### src/verilog/selftest_failover_cfg.svh
// Purpose: constants for the self-test mask and port failover block
// Assumes: 20 MHz clock
// Notes: reset values, field widths and timing counts
`ifndef SELFTEST_FAILOVER_CFG_SVH
`define SELFTEST_FAILOVER_CFG_SVH

// -----------------------------------------------------------------------
// clock and timing
// -----------------------------------------------------------------------
`define CLK_FREQ_HZ 20000000
`define FAILOVER_MAX_MS 10
`define FAILOVER_MAX_CYC ((`CLK_FREQ_HZ / 1000) * `FAILOVER_MAX_MS)
`define FAILOVER_TGT_CYC 2

// -----------------------------------------------------------------------
// widths
// -----------------------------------------------------------------------
`define HW_ADDR_W 48
`define IP_W 32
`define OPERAND_SEL_W 4
`define OPERAND_CNT 16
`define ETH_PORTS 3

// -----------------------------------------------------------------------
// reset values
// -----------------------------------------------------------------------
`define RST_PEER_ABSENT_EN 1'b1
`define RST_TIME_SERVER_EN 1'b1
`define RST_TIME_CODE_EN 1'b1
`define RST_ETH_FAIL_EN 3'h0
`define RST_OPERAND_SEL 4'h0
`define OPERAND_OFF_IDX 4'h0
`define RST_MODE_SEPARATE 1'b1

`endif

### src/verilog/selftest_failover_pkg.sv
// Purpose: types shared by the failover block
// Assumes: nothing
// Notes: constants live in selftest_failover_cfg.svh
package selftest_failover_pkg;
    typedef enum logic [0:0] {
        PORT_PRIMARY = 1'b0,
        PORT_STANDBY = 1'b1
    } active_port_e;

    typedef enum logic [1:0] {
        FO_RESET = 2'b00,
        FO_PRIMARY = 2'b01,
        FO_STANDBY = 2'b10
    } failover_state_e;
endpackage

### src/verilog/announce_if.sv
// Purpose: switchover announce handshake between failover top and beacon
// Assumes: single clock
// Notes: start is a one-cycle pulse, port tells where to send
interface announce_if;
    logic start;
    logic port;
    modport ctrl (output start, output port);
    modport gen (input start, input port);
endinterface

### src/verilog/announce_beacon.sv
// Purpose: issue one broadcast request on the newly active port
// Assumes: frame builder accepts a one-cycle request per port
// Notes: request leaves from a flip-flop the cycle after start
module announce_beacon (
    input wire logic clock_i, // system clock
    input wire logic reset_i, // synchronous reset
    announce_if.gen ann, // request from failover control
    output logic bcast_p2_o, // broadcast request, second port
    output logic bcast_p3_o // broadcast request, third port
);
    logic p2_q;
    logic p3_q;

    always_ff @(posedge clock_i) begin
        if (reset_i) begin
            p2_q <= 1'b0;
            p3_q <= 1'b0;
        end else begin
            p2_q <= ann.start & ~ann.port;
            p3_q <= ann.start & ann.port;
        end
    end

    assign bcast_p2_o = p2_q;
    assign bcast_p3_o = p3_q;
endmodule // announce_beacon

### src/verilog/selftest_mask_port_failover.sv
// Purpose: self-test alarm gating and redundant ethernet port failover
// Assumes: link status inputs are synchronous to clock_i
// Notes: settings are plain ports, captured on the cfg_load_i and mode_save_i pulses
//
// Behaviour
// - optional minor alarms pass only when enabled
// - peer, time alarms enabled; port alarms disabled
// - major alarm follows selected operand, default off
// - major alarm takes relay out of service
// - port hardware addresses increment by one
// - shared mode uses second port parameters twice
// - shared mode fails over on link loss
// - failover completes well under ten milliseconds
// - revert to second port when link returns
// - broadcast on new port at each switchover
// - separate mode: each port own parameters
// - separate mode: GOOSE sent both, accepted either
// - shared mode: one active port, second address
// - default separate mode, change acts immediately
`include "selftest_failover_cfg.svh"

module selftest_mask_port_failover (
    input wire logic clock_i, // system clock, 20 MHz
    input wire logic reset_i, // synchronous reset, active high
    // ---- self-test settings and raw checks ----
    input wire logic cfg_load_i, // pulse: load enable settings
    input wire logic peer_absent_en_i, // remote peer check enable
    input wire logic [2:0] eth_fail_en_i, // per-port failure enables
    input wire logic time_server_en_i, // time server check enable
    input wire logic time_code_en_i, // time code check enable
    input wire logic [`OPERAND_SEL_W-1:0] operand_sel_i, // major operand
    input wire logic [`OPERAND_CNT-1:0] operands_i, // user logic operands
    input wire logic peer_absent_raw_i, // remote peer absent
    input wire logic [2:0] eth_fail_raw_i, // per-port failure
    input wire logic time_server_fail_check_i, // time server failure
    input wire logic time_code_fail_check_i, // time code failure
    output logic peer_absent_alarm_o, // gated alarm
    output logic [2:0] eth_fail_alarm_o, // gated alarms
    output logic time_server_alarm_o, // gated alarm
    output logic time_code_alarm_o, // gated alarm
    output logic major_alarm_o, // configurable major alarm
    output logic out_of_service_o, // relay removed from service
    // ---- redundancy ----
    input wire logic shared_address_mode_i, // 1: shared, 0: separate
    input wire logic mode_save_i, // pulse: save mode selection
    input wire logic [`HW_ADDR_W-1:0] base_hw_addr_i, // first port address
    input wire logic [`IP_W-1:0] p2_ip_i, // second port ip
    input wire logic [`IP_W-1:0] p2_mask_i, // second port mask
    input wire logic [`IP_W-1:0] p2_gw_i, // second port gateway
    input wire logic [`IP_W-1:0] p3_ip_i, // third port ip
    input wire logic [`IP_W-1:0] p3_mask_i, // third port mask
    input wire logic [`IP_W-1:0] p3_gw_i, // third port gateway
    input wire logic link_p2_i, // second port link up
    input wire logic link_p3_i, // third port link up
    input wire logic goose_tx_i, // GOOSE frame to send
    input wire logic goose_rx_p2_i, // GOOSE received on second port
    input wire logic goose_rx_p3_i, // GOOSE received on third port
    output logic [`HW_ADDR_W-1:0] hw_addr_p2_o, // second port hw address
    output logic [`HW_ADDR_W-1:0] hw_addr_p3_o, // third port hw address
    output logic [`HW_ADDR_W-1:0] src_addr_p3_o, // third port source addr
    output logic [`IP_W-1:0] eff_p3_ip_o, // applied third port ip
    output logic [`IP_W-1:0] eff_p3_mask_o, // applied third port mask
    output logic [`IP_W-1:0] eff_p3_gw_o, // applied third port gateway
    output logic shared_mode_o, // mode in force
    output logic p2_enable_o, // second port carries traffic
    output logic p3_enable_o, // third port carries traffic
    output logic active_port_o, // 0: second, 1: third
    output logic goose_tx_p2_o, // GOOSE send, second port
    output logic goose_tx_p3_o, // GOOSE send, third port
    output logic goose_rx_o, // GOOSE accepted
    output logic bcast_p2_o, // switchover broadcast, second port
    output logic bcast_p3_o // switchover broadcast, third port
);
    import selftest_failover_pkg::*;

    // -------------------------------------------------------------------
    // self-test enables and alarm gating
    // -------------------------------------------------------------------
    logic peer_en_q;
    logic [2:0] eth_en_q;
    logic ts_en_q;
    logic tc_en_q;
    logic [`OPERAND_SEL_W-1:0] sel_q;
    logic peer_alarm_q;
    logic [2:0] eth_alarm_q;
    logic ts_alarm_q;
    logic tc_alarm_q;
    logic major_q;
    logic oos_q;
    logic operand_on;

    // index zero is the constant-off source
    assign operand_on = (sel_q == `OPERAND_OFF_IDX) ? 1'b0
                        : operands_i[sel_q];

    always_ff @(posedge clock_i) begin
        if (reset_i) begin
            peer_en_q <= `RST_PEER_ABSENT_EN;
            eth_en_q <= `RST_ETH_FAIL_EN;
            ts_en_q <= `RST_TIME_SERVER_EN;
            tc_en_q <= `RST_TIME_CODE_EN;
            sel_q <= `RST_OPERAND_SEL;
        end else if (cfg_load_i) begin
            peer_en_q <= peer_absent_en_i;
            eth_en_q <= eth_fail_en_i;
            ts_en_q <= time_server_en_i;
            tc_en_q <= time_code_en_i;
            sel_q <= operand_sel_i;
        end
    end

    always_ff @(posedge clock_i) begin
        if (reset_i) begin
            peer_alarm_q <= 1'b0;
            eth_alarm_q <= 3'h0;
            ts_alarm_q <= 1'b0;
            tc_alarm_q <= 1'b0;
            major_q <= 1'b0;
            oos_q <= 1'b0;
        end else begin
            peer_alarm_q <= peer_en_q & peer_absent_raw_i;
            eth_alarm_q <= eth_en_q & eth_fail_raw_i;
            ts_alarm_q <= ts_en_q & time_server_fail_check_i;
            tc_alarm_q <= tc_en_q & time_code_fail_check_i;
            major_q <= operand_on;
            oos_q <= operand_on;
        end
    end

    assign peer_absent_alarm_o = peer_alarm_q;
    assign eth_fail_alarm_o = eth_alarm_q;
    assign time_server_alarm_o = ts_alarm_q;
    assign time_code_alarm_o = tc_alarm_q;
    assign major_alarm_o = major_q;
    assign out_of_service_o = oos_q;

    // -------------------------------------------------------------------
    // addresses and applied network parameters
    // -------------------------------------------------------------------
    logic shared_q;
    logic [`HW_ADDR_W-1:0] hw2_q;
    logic [`HW_ADDR_W-1:0] hw3_q;
    logic [`HW_ADDR_W-1:0] src3_q;
    logic [`IP_W-1:0] ip3_q;
    logic [`IP_W-1:0] mask3_q;
    logic [`IP_W-1:0] gw3_q;
    logic [`HW_ADDR_W-1:0] hw2_d;
    logic [`HW_ADDR_W-1:0] hw3_d;

    function automatic logic [`HW_ADDR_W-1:0] next_addr(
        input logic [`HW_ADDR_W-1:0] a
    );
        next_addr = a + `HW_ADDR_W'(1);
    endfunction

    assign hw2_d = next_addr(base_hw_addr_i);
    assign hw3_d = next_addr(hw2_d);

    // mode takes effect on the save pulse, no restart needed
    always_ff @(posedge clock_i) begin
        if (reset_i) begin
            shared_q <= ~`RST_MODE_SEPARATE;
        end else if (mode_save_i) begin
            shared_q <= shared_address_mode_i;
        end
    end

    always_ff @(posedge clock_i) begin
        if (reset_i) begin
            hw2_q <= '0;
            hw3_q <= '0;
            src3_q <= '0;
            ip3_q <= '0;
            mask3_q <= '0;
            gw3_q <= '0;
        end else begin
            hw2_q <= hw2_d;
            hw3_q <= hw3_d;
            src3_q <= shared_q ? hw2_d : hw3_d;
            ip3_q <= shared_q ? p2_ip_i : p3_ip_i;
            mask3_q <= shared_q ? p2_mask_i : p3_mask_i;
            gw3_q <= shared_q ? p2_gw_i : p3_gw_i;
        end
    end

    assign hw_addr_p2_o = hw2_q;
    assign hw_addr_p3_o = hw3_q;
    assign src_addr_p3_o = src3_q;
    assign eff_p3_ip_o = ip3_q;
    assign eff_p3_mask_o = mask3_q;
    assign eff_p3_gw_o = gw3_q;
    assign shared_mode_o = shared_q;

    // -------------------------------------------------------------------
    // failover state machine
    // -------------------------------------------------------------------
    failover_state_e state_q;
    failover_state_e state_d;
    logic go_standby;
    logic go_primary;
    logic p2_en_q;
    logic p3_en_q;
    logic act_q;

    // both links are watched while on the second port, only the second link while on the third; one cycle to switch
    assign go_standby = (state_q == FO_PRIMARY) & ~link_p2_i
                        & link_p3_i;
    assign go_primary = (state_q == FO_STANDBY) & link_p2_i;

    always_comb begin
        state_d = state_q;
        case (state_q)
            FO_RESET: begin
                state_d = FO_PRIMARY;
            end
            FO_PRIMARY: begin
                if (go_standby) begin
                    state_d = FO_STANDBY;
                end
            end
            FO_STANDBY: begin
                if (go_primary) begin
                    state_d = FO_PRIMARY;
                end
            end
            default: begin
                state_d = FO_RESET;
            end
        endcase
    end

    always_ff @(posedge clock_i) begin
        if (reset_i) begin
            state_q <= FO_RESET;
        end else if (!shared_q) begin
            state_q <= FO_PRIMARY;
        end else begin
            state_q <= state_d;
        end
    end

    always_ff @(posedge clock_i) begin
        if (reset_i) begin
            p2_en_q <= 1'b1;
            p3_en_q <= 1'b1;
            act_q <= PORT_PRIMARY;
        end else if (!shared_q) begin
            p2_en_q <= 1'b1;
            p3_en_q <= 1'b1;
            act_q <= PORT_PRIMARY;
        end else begin
            p2_en_q <= (state_d != FO_STANDBY);
            p3_en_q <= (state_d == FO_STANDBY);
            act_q <= (state_d == FO_STANDBY);
        end
    end

    assign p2_enable_o = p2_en_q;
    assign p3_enable_o = p3_en_q;
    assign active_port_o = act_q;

    // -------------------------------------------------------------------
    // GOOSE steering
    // -------------------------------------------------------------------
    logic gtx2_q;
    logic gtx3_q;
    logic grx_q;

    always_ff @(posedge clock_i) begin
        if (reset_i) begin
            gtx2_q <= 1'b0;
            gtx3_q <= 1'b0;
            grx_q <= 1'b0;
        end else begin
            gtx2_q <= goose_tx_i & p2_en_q;
            gtx3_q <= goose_tx_i & p3_en_q;
            grx_q <= (goose_rx_p2_i & p2_en_q)
                     | (goose_rx_p3_i & p3_en_q);
        end
    end

    assign goose_tx_p2_o = gtx2_q;
    assign goose_tx_p3_o = gtx3_q;
    assign goose_rx_o = grx_q;

    // -------------------------------------------------------------------
    // switchover announcement
    // -------------------------------------------------------------------
    announce_if ann ();

    assign ann.start = shared_q & (go_standby | go_primary);
    assign ann.port = go_standby;

    announce_beacon u_beacon (
        .clock_i(clock_i),
        .reset_i(reset_i),
        .ann(ann),
        .bcast_p2_o(bcast_p2_o),
        .bcast_p3_o(bcast_p3_o)
    );
endmodule // selftest_mask_port_failover
### config.mk
export PLATFORM = sky130hd
export DESIGN_NAME = selftest_mask_port_failover
export DESIGN_NICKNAME = d
export VERILOG_FILES = /design/src/verilog/selftest_failover_pkg.sv /design/src/verilog/announce_if.sv /design/src/verilog/announce_beacon.sv /design/src/verilog/selftest_mask_port_failover.sv
export VERILOG_INCLUDE_DIRS = /design/src /design/src/verilog
export SDC_FILE = /design/constraint.sdc
export NUM_CORES = 1
export LEC_CHECK = 0
export BUFFER_PORTS_ARGS = -buffer_cell sky130_fd_sc_hd__buf_2
export CORE_AREA = 2 2 212 214
export DETAILED_ROUTE_END_ITERATION = 10
export DIE_AREA = 0 0 214 216
export SLEW_MARGIN = 30
export SYNTH_ARGS = -nofsm -noshare
export SYNTH_HDL_FRONTEND = slang
export SYNTH_SLANG_ARGS = --single-unit
### constraint.sdc
create_clock -name clock_i -period 4.15 [get_ports clock_i]
set_input_delay 0.83 -clock clock_i [delete_from_list [all_inputs] [get_ports clock_i]]
set_output_delay 0.83 -clock clock_i [all_outputs]
set_load 0.01 [all_outputs]
==> qor.csv, run 1 <==
metric,value,unit
R2R cell count,3,
Die W,214,um
postcts setup bufs,0,
Initial DRC Count,618,
CP peak stage delay,530,ps
fraction of registers with async set/reset,0,%
Post-CTS Resized,0,
hold crit path type,flop to flop,
Syn Area/Cell,9.51,um^2
"critical path, cell by cell",buf_2 > buf_4 > and2_1 > nand3_1 > or4_1 > a221oi_1 > and4b_2 > nand3b_4 > nor3_1 > mux2_2,
via count of the routed design,10900,
Flop pwr share,44.8,%
pins over their slew limit,0,
worst hold start,peer_en_q$_SDFFE_PP1P_,
"count leader, synth",dfxtp_1,
CP Buf/Inv Count,2,
Worst path top cell family by delay,simple AND/OR/NAND/NOR gates,
Antenna Nets Post-Route,0,
IO Port Bufs,537,
crit path DAT,3820,ps
Worst R2R Setup Slack,2210,ps
drt total wl,45700,um
area share of the largest cell type after synthesis,47.0,%
"Area growth, synth to finish",38.8,%
skew final,16.4,ps
clock-pin slew on the worst setup and hold paths,60,ps
VDD IR max,0.293,mV
row count,77,
# H-tree levels,1,
R2R Path Start,shared_mode_o$_SDFFE_PP0P_,
CP Max Fanout,20,
Pint,4.58,mW
RePlAce Congestion,0.964,
cts bufs inserted,29,
vias per cell,4.60,
die area,46200,um^2
later-pin clock latency in the skew report,580,ps
Critical Path Start Type,input pin,
first-pass GRT wire length,67900,um
yosys warns,0,
combinational share of power,14.0,%
top post-synthesis cells by area,"dfxtp_1, mux2i_1, nor2_1, xnor2_1, xor2_1",
synthesized area,11400,um^2
vias in the first global route,10900,
gr ovfl total,0,
Critical-path top delay cell,or4_1,
Crit Path Class,input pin to flop,
Cells after Synth,1201,
Initial Util,26.0,%
Avg WL per Cell,19.3,um
Total GRT Usage,19.0,%
largest net degree at the start of global routing,98,
Leak,7.22,nW
post-route clock period utilization,80.6,%
Die Span Y,216,um
actual transition at the worst max-transition pin,758,ps
number of flops mapped to enable cells by yosys,0,
Nets,2028,
pwr dens,391,nW/um^2
I/O pin count,539,
worst hold path depth,2,
detailed-router iteration count before antenna repair,6,
clk root buf,clkbuf_16,
relative slew slack,49.3,%
overall power,6.20,mW
layout cells sized above 1,39.5,%
FMAX,0.299,GHz
total negative slack,0,ps
NetSw,1.62,mW
DRC viols,0,
Post-synth top cells,"dfxtp_1, nor2_1, mux2i_1",
"Net Count, Synth",1485,
Synth Flop Type,dfxtp_1,
Hold Fails Final Rpt,0,
RSZ-0062 raised after global routing,false,
Tmin final,3340,ps
clock power share,41.2,%
post-DP HPWL,37100,um
Yosys reg bits,268,
status,completed,
Core Box Area,43800,um^2
CP endpoint kind,flop,
initial antenna violation count,22,
CTS tree,done,
max-cap viol count,0,
Min-Delay Endpoint,peer_en_q$_SDFFE_PP1P_,
setup violators final,0,
Yosys top cell by area,dfxtp_1,
Critical Path RT,4620,ps
FF-to-FF End,src_addr_p3_o[23]$_SDFF_PP0_,
Yosys cell types,79,
"Seq/Total Area, Yosys",47.0,%
Sw Ratio,26.2,%
Hold Buf Count CTS,0,
Clock Sink Count,268,
Clock Tree Buf Depth,3,
## flip-flops by register name, summed over array words and instances (netlist names), 2 cells and up
register          flops
hw_addr_p3_o         48
eff_p3_mask_o        32
eff_p3_gw_o          32
state_q               2
src_addr_p3_o        48
eth_en_q              3
hw_addr_p2_o         48
sel_q                 4
eth_fail_alarm_o      3
eff_p3_ip_o          32
## power groups by stage
stage | Clock (mW) | Sequential [mW] | Combinational [mW]
6_report | 2.56 | 2.78 | 0.869
4_1_cts | 2.66 | 2.78 | 0.878
5_1_grt | 2.73 | 2.79 | 0.948
3_3_place_gp | 0 | 2.83 | 0.862
2_1_floorplan | 0 | 2.91 | 0.358
3_5_place_dp | 0 | 2.84 | 0.874
## worst min-delay path, cell delays in order (launching register included)
cell and delay [ps]:
dfxtp_1 320, mux2i_1 60, nand2_1 60
## per-layer routing
| layer | track usage (%) | wire (um) | up-vias | part of all wire, % |
|---|---|---|---|---|
| met3 | 4.96 | 2990 | 98 | 6.5 |
| met4 | 8.44 | 1820 | 8 | 4.0 |
| met2 | 32.6 | 22300 | 397 | 49 |
| met1 | 22.3 | 18500 | 5157 | 41 |
| li1 | - | - | 5240 | - |
| met5 | 0 | 47 | - | 0.10 |
## cells by family (layout without fill, tap and decap cells)
kind of cell,after synthesis,in the layout,synth area share (%)
and+or+nand+nor,547,547,25.7
DFF,268,268,47.0
muxes,144,144,13.2
buffers and inverters,89,654,3.32
AOI/OAI and AO/OA,76,76,4.80
xor gates and xnor gates,75,75,5.82
adders and majority gates,2,2,0.219
other,0,9,0
## per-stage QoR
step	util, %	worst slack (ps)	hold slack (ps)	instances	instance area (um^2)
after floorplan	-	668	433	1201	11400
after global placement	33.9	269	449	2305	14900
after detailed placement	33.9	227	455	2305	14900
after CTS	36.1	850	428	2358	15800
after global routing	36.1	594	452	2365	15800
final	36.2	806	466	2367	15900
## layout make-up
cell class	instances	area, um^2
antenna	9	22.5
clock buffer	44	852
clock inverter	9	92.6
fill	4528	28000
inverter	24	90.1
multi-input combinational	844	5670
sequential	268	5370
tap	592	741
timing repair buffer	577	3010
## placed cells by master, fill, tap and decap left out, types with 21 or more instances in the layout
| cell type | count |
|---|---|
| buf_2 | 536 |
| mux2i_1 | 130 |
| nor3_1 | 39 |
| xnor2_1 | 38 |
| nor4_1 | 24 |
| nor2_1 | 231 |
| nand3_1 | 31 |
| clkbuf_16 | 29 |
| nand2_1 | 58 |
| buf_4 | 38 |
| xor2_1 | 36 |
| and3_1 | 21 |
| dfxtp_1 | 267 |
| and2_1 | 21 |
| inv_1 | 24 |
## worst max-delay path by stage
stage                            start                            to  slack (ps)  cells after the start
finish               base_hw_addr_i[0]  src_addr_p3_o[34]$_SDFF_PP0_         810                     10
global route         base_hw_addr_i[0]  src_addr_p3_o[38]$_SDFF_PP0_         590                     11
CTS                  base_hw_addr_i[0]  src_addr_p3_o[30]$_SDFF_PP0_         850                     10
detailed placement   base_hw_addr_i[0]  src_addr_p3_o[38]$_SDFF_PP0_         230                     10
global placement     base_hw_addr_i[0]  src_addr_p3_o[45]$_SDFF_PP0_         270                     10
floorplan           base_hw_addr_i[12]  src_addr_p3_o[30]$_SDFF_PP0_         670                     10
No activity file was read; power rests on OpenSTA's default activity.
==> run 2, diff against run 1 <==
- clock period: 4.15 -> 3.2 ns (I/O delays scaled with it)
==> run 2 against run 1 <==
Clock power rose by 38%. Die area did not move. Sequential power grew 30%. Critical path type unchanged. Largest power group unchanged.
==> qor.csv, run 2 (synthesized netlist as in run 1, its figures left out) <==
metric,value,unit
status,completed,
Leak,7.98,nW
later-pin clock latency in the skew report,580,ps
relative slew slack,40.2,%
most frequent cells in the layout,"buf_2, dfxtp_1, nor2_1, buf_4, mux2i_1",
skew final,16.1,ps
"Area growth, synth to finish",50.2,%
DRC viols,0,
CP Depth,10,
postcts setup bufs,0,
FF-to-FF End,src_addr_p3_o[24]$_SDFF_PP0_,
cts bufs inserted,29,
I/O pin count,539,
Initial Util,26.0,%
Clock Tree Buf Depth,3,
RSZ-0062 raised after global routing,false,
Die W,214,um
CTS tree,done,
multi-input combinational cell area,5740,um^2
Total GRT Usage,19.6,%
largest net degree at the start of global routing,164,
crit path DAT,3510,ps
cell total after placement,2461,
setup violators final,0,
IO Port Bufs,537,
Critical Path RT,3700,ps
R2R Path Start,shared_mode_o$_SDFFE_PP0P_,
R2R cell count,4,
CP Buf/Inv Count,2,
Hold Fails Final Rpt,0,
hold crit path type,input pin to flop,
pwr dens,489,nW/um^2
via count of the routed design,11400,
Critical Path Start Type,input pin,
CP Max Fanout,10,
post-DP HPWL,38400,um
CP endpoint kind,flop,
Crit Path Class,input pin to flop,
Worst path top cell family by delay,simple AND/OR/NAND/NOR gates,
Tmin final,3010,ps
clk root buf,clkbuf_16,
Die Span Y,216,um
Filler cells,4462,
Avg WL per Cell,18.7,um
drt total wl,47000,um
CP peak stage delay,500,ps
Antenna Nets Post-Route,0,
die area,46200,um^2
Clock Sink Count,268,
vias in the first global route,11300,
pins over their slew limit,0,
layout cells sized above 1,44.7,%
Setup WS pre-CTS,-338,ps
# H-tree levels,1,
"commonest non-fill, non-tap cell in the layout",buf_2,
total negative slack,0,ps
actual transition at the worst max-transition pin,898,ps
detailed-router iteration count before antenna repair,5,
Reg area,5370,um^2
clock-pin slew on the worst setup and hold paths,60,ps
first-pass GRT wire length,69800,um
Nets,2184,
"critical path, cell by cell",buf_2 > buf_4 > and2_1 > nand3_2 > or4_1 > a221oi_1 > and4b_2 > nand4_2 > nor4_1 > mux2i_1,
fin cells,2516,
vias per cell,4.53,
initial antenna violation count,19,
Initial DRC Count,665,
Critical Path Source,base_hw_addr_i[0],
overall power,8.38,mW
max-cap viol count,0,
gr ovfl total,0,
FMAX,0.332,GHz
VDD IR max,0.408,mV
row count,77,
RePlAce Congestion,0.920,
crit path capture,src_addr_p3_o[45]$_SDFF_PP0_,
Core Box Area,43800,um^2
Critical-path top delay cell,or4_1,
post-route clock period utilization,94.2,%
Hold WS,264,ps
setup slack after layout,187,ps
Worst R2R Setup Slack,1150,ps
run 2: cell count changes in the layout (fill, tap and decap cells not counted), sizes merged:
| cell | change |
|---|---|
| clkinv | -2 |
| inv | -2 |
| diode | -6 |
| clkinvlp | +2 |
| bufinv | +3 |
| buf | +156 |
| clkbuf | -2 |
run 2: power by group:
part | switching, mW | leakage, nW | total, mW | internal [mW]
Clock | 1.41 | 0.484 | 3.54 | 2.13
Sequential | 0.0732 | 2.23 | 3.61 | 3.54
Combinational | 0.662 | 5.26 | 1.23 | 0.565
run 2: worst min path at each step:
stage                                      start                              to  slack (ps)  depth (start not counted)
after floorplan           peer_en_q$_SDFFE_PP1P_          peer_en_q$_SDFFE_PP1P_         430                          2
after global placement      ts_en_q$_SDFFE_PP1P_            ts_en_q$_SDFFE_PP1P_         450                          2
after detailed placement    ts_en_q$_SDFFE_PP1P_            ts_en_q$_SDFFE_PP1P_         460                          2
after CTS                              link_p2_i  u_beacon.bcast_p3_o$_SDFF_PP0_         220                          2
after global routing                   link_p2_i  u_beacon.bcast_p3_o$_SDFF_PP0_         230                          2
final                                  link_p2_i  u_beacon.bcast_p3_o$_SDFF_PP0_         260                          2
run 2: final cells by class:
class / instances / share of cell area, %
Clock inverter: 10 / 1.03
Multi-Input combinational cell: 844 / 33.5
Clock buffer: 42 / 4.87
Sequential cell: 268 / 31.3
Antenna cell: 3 / 0.0438
Timing Repair Buffer: 733 / 24.4
Inverter: 24 / 0.525
Tap cell: 592 / 4.32
run 2: timing repair:
item                       in CTS  in global routing
hold endpoints to repair        0                  0
setup endpoints to repair       0                  1
resized for setup               0                  1
hold buffers                    0                  0
run 2: routing by layer:
metal	GRT usage, %	wire [um]	part of all wire, %	up-vias
met1	23.4	19400	41	5360
met2	34.9	23200	49	394
met3	4.95	3090	6.6	89
met5	0	14	0.030	-
met4	5.13	1380	2.9	4
li1	-	-	-	5563
run 2: worst register-to-register path, delay by kind of cell, from the launching register on:
| family | cells | cell delay [ps] |
|---|---|---|
| and+or+nand+nor | 2 | 240 |
| DFF | 1 | 880 |
| buffers and inverters | 1 | 450 |
| xor gates and xnor gates | 1 | 340 |
run 2: metrics by stage:
stage,util [%],cell area [um^2]
2_1_floorplan,-,11500
3_3_place_gp,36.8,16100
3_5_place_dp,36.8,16100
4_1_cts,39.1,17100
5_1_grt,39.1,17100
6_report,39.1,17100
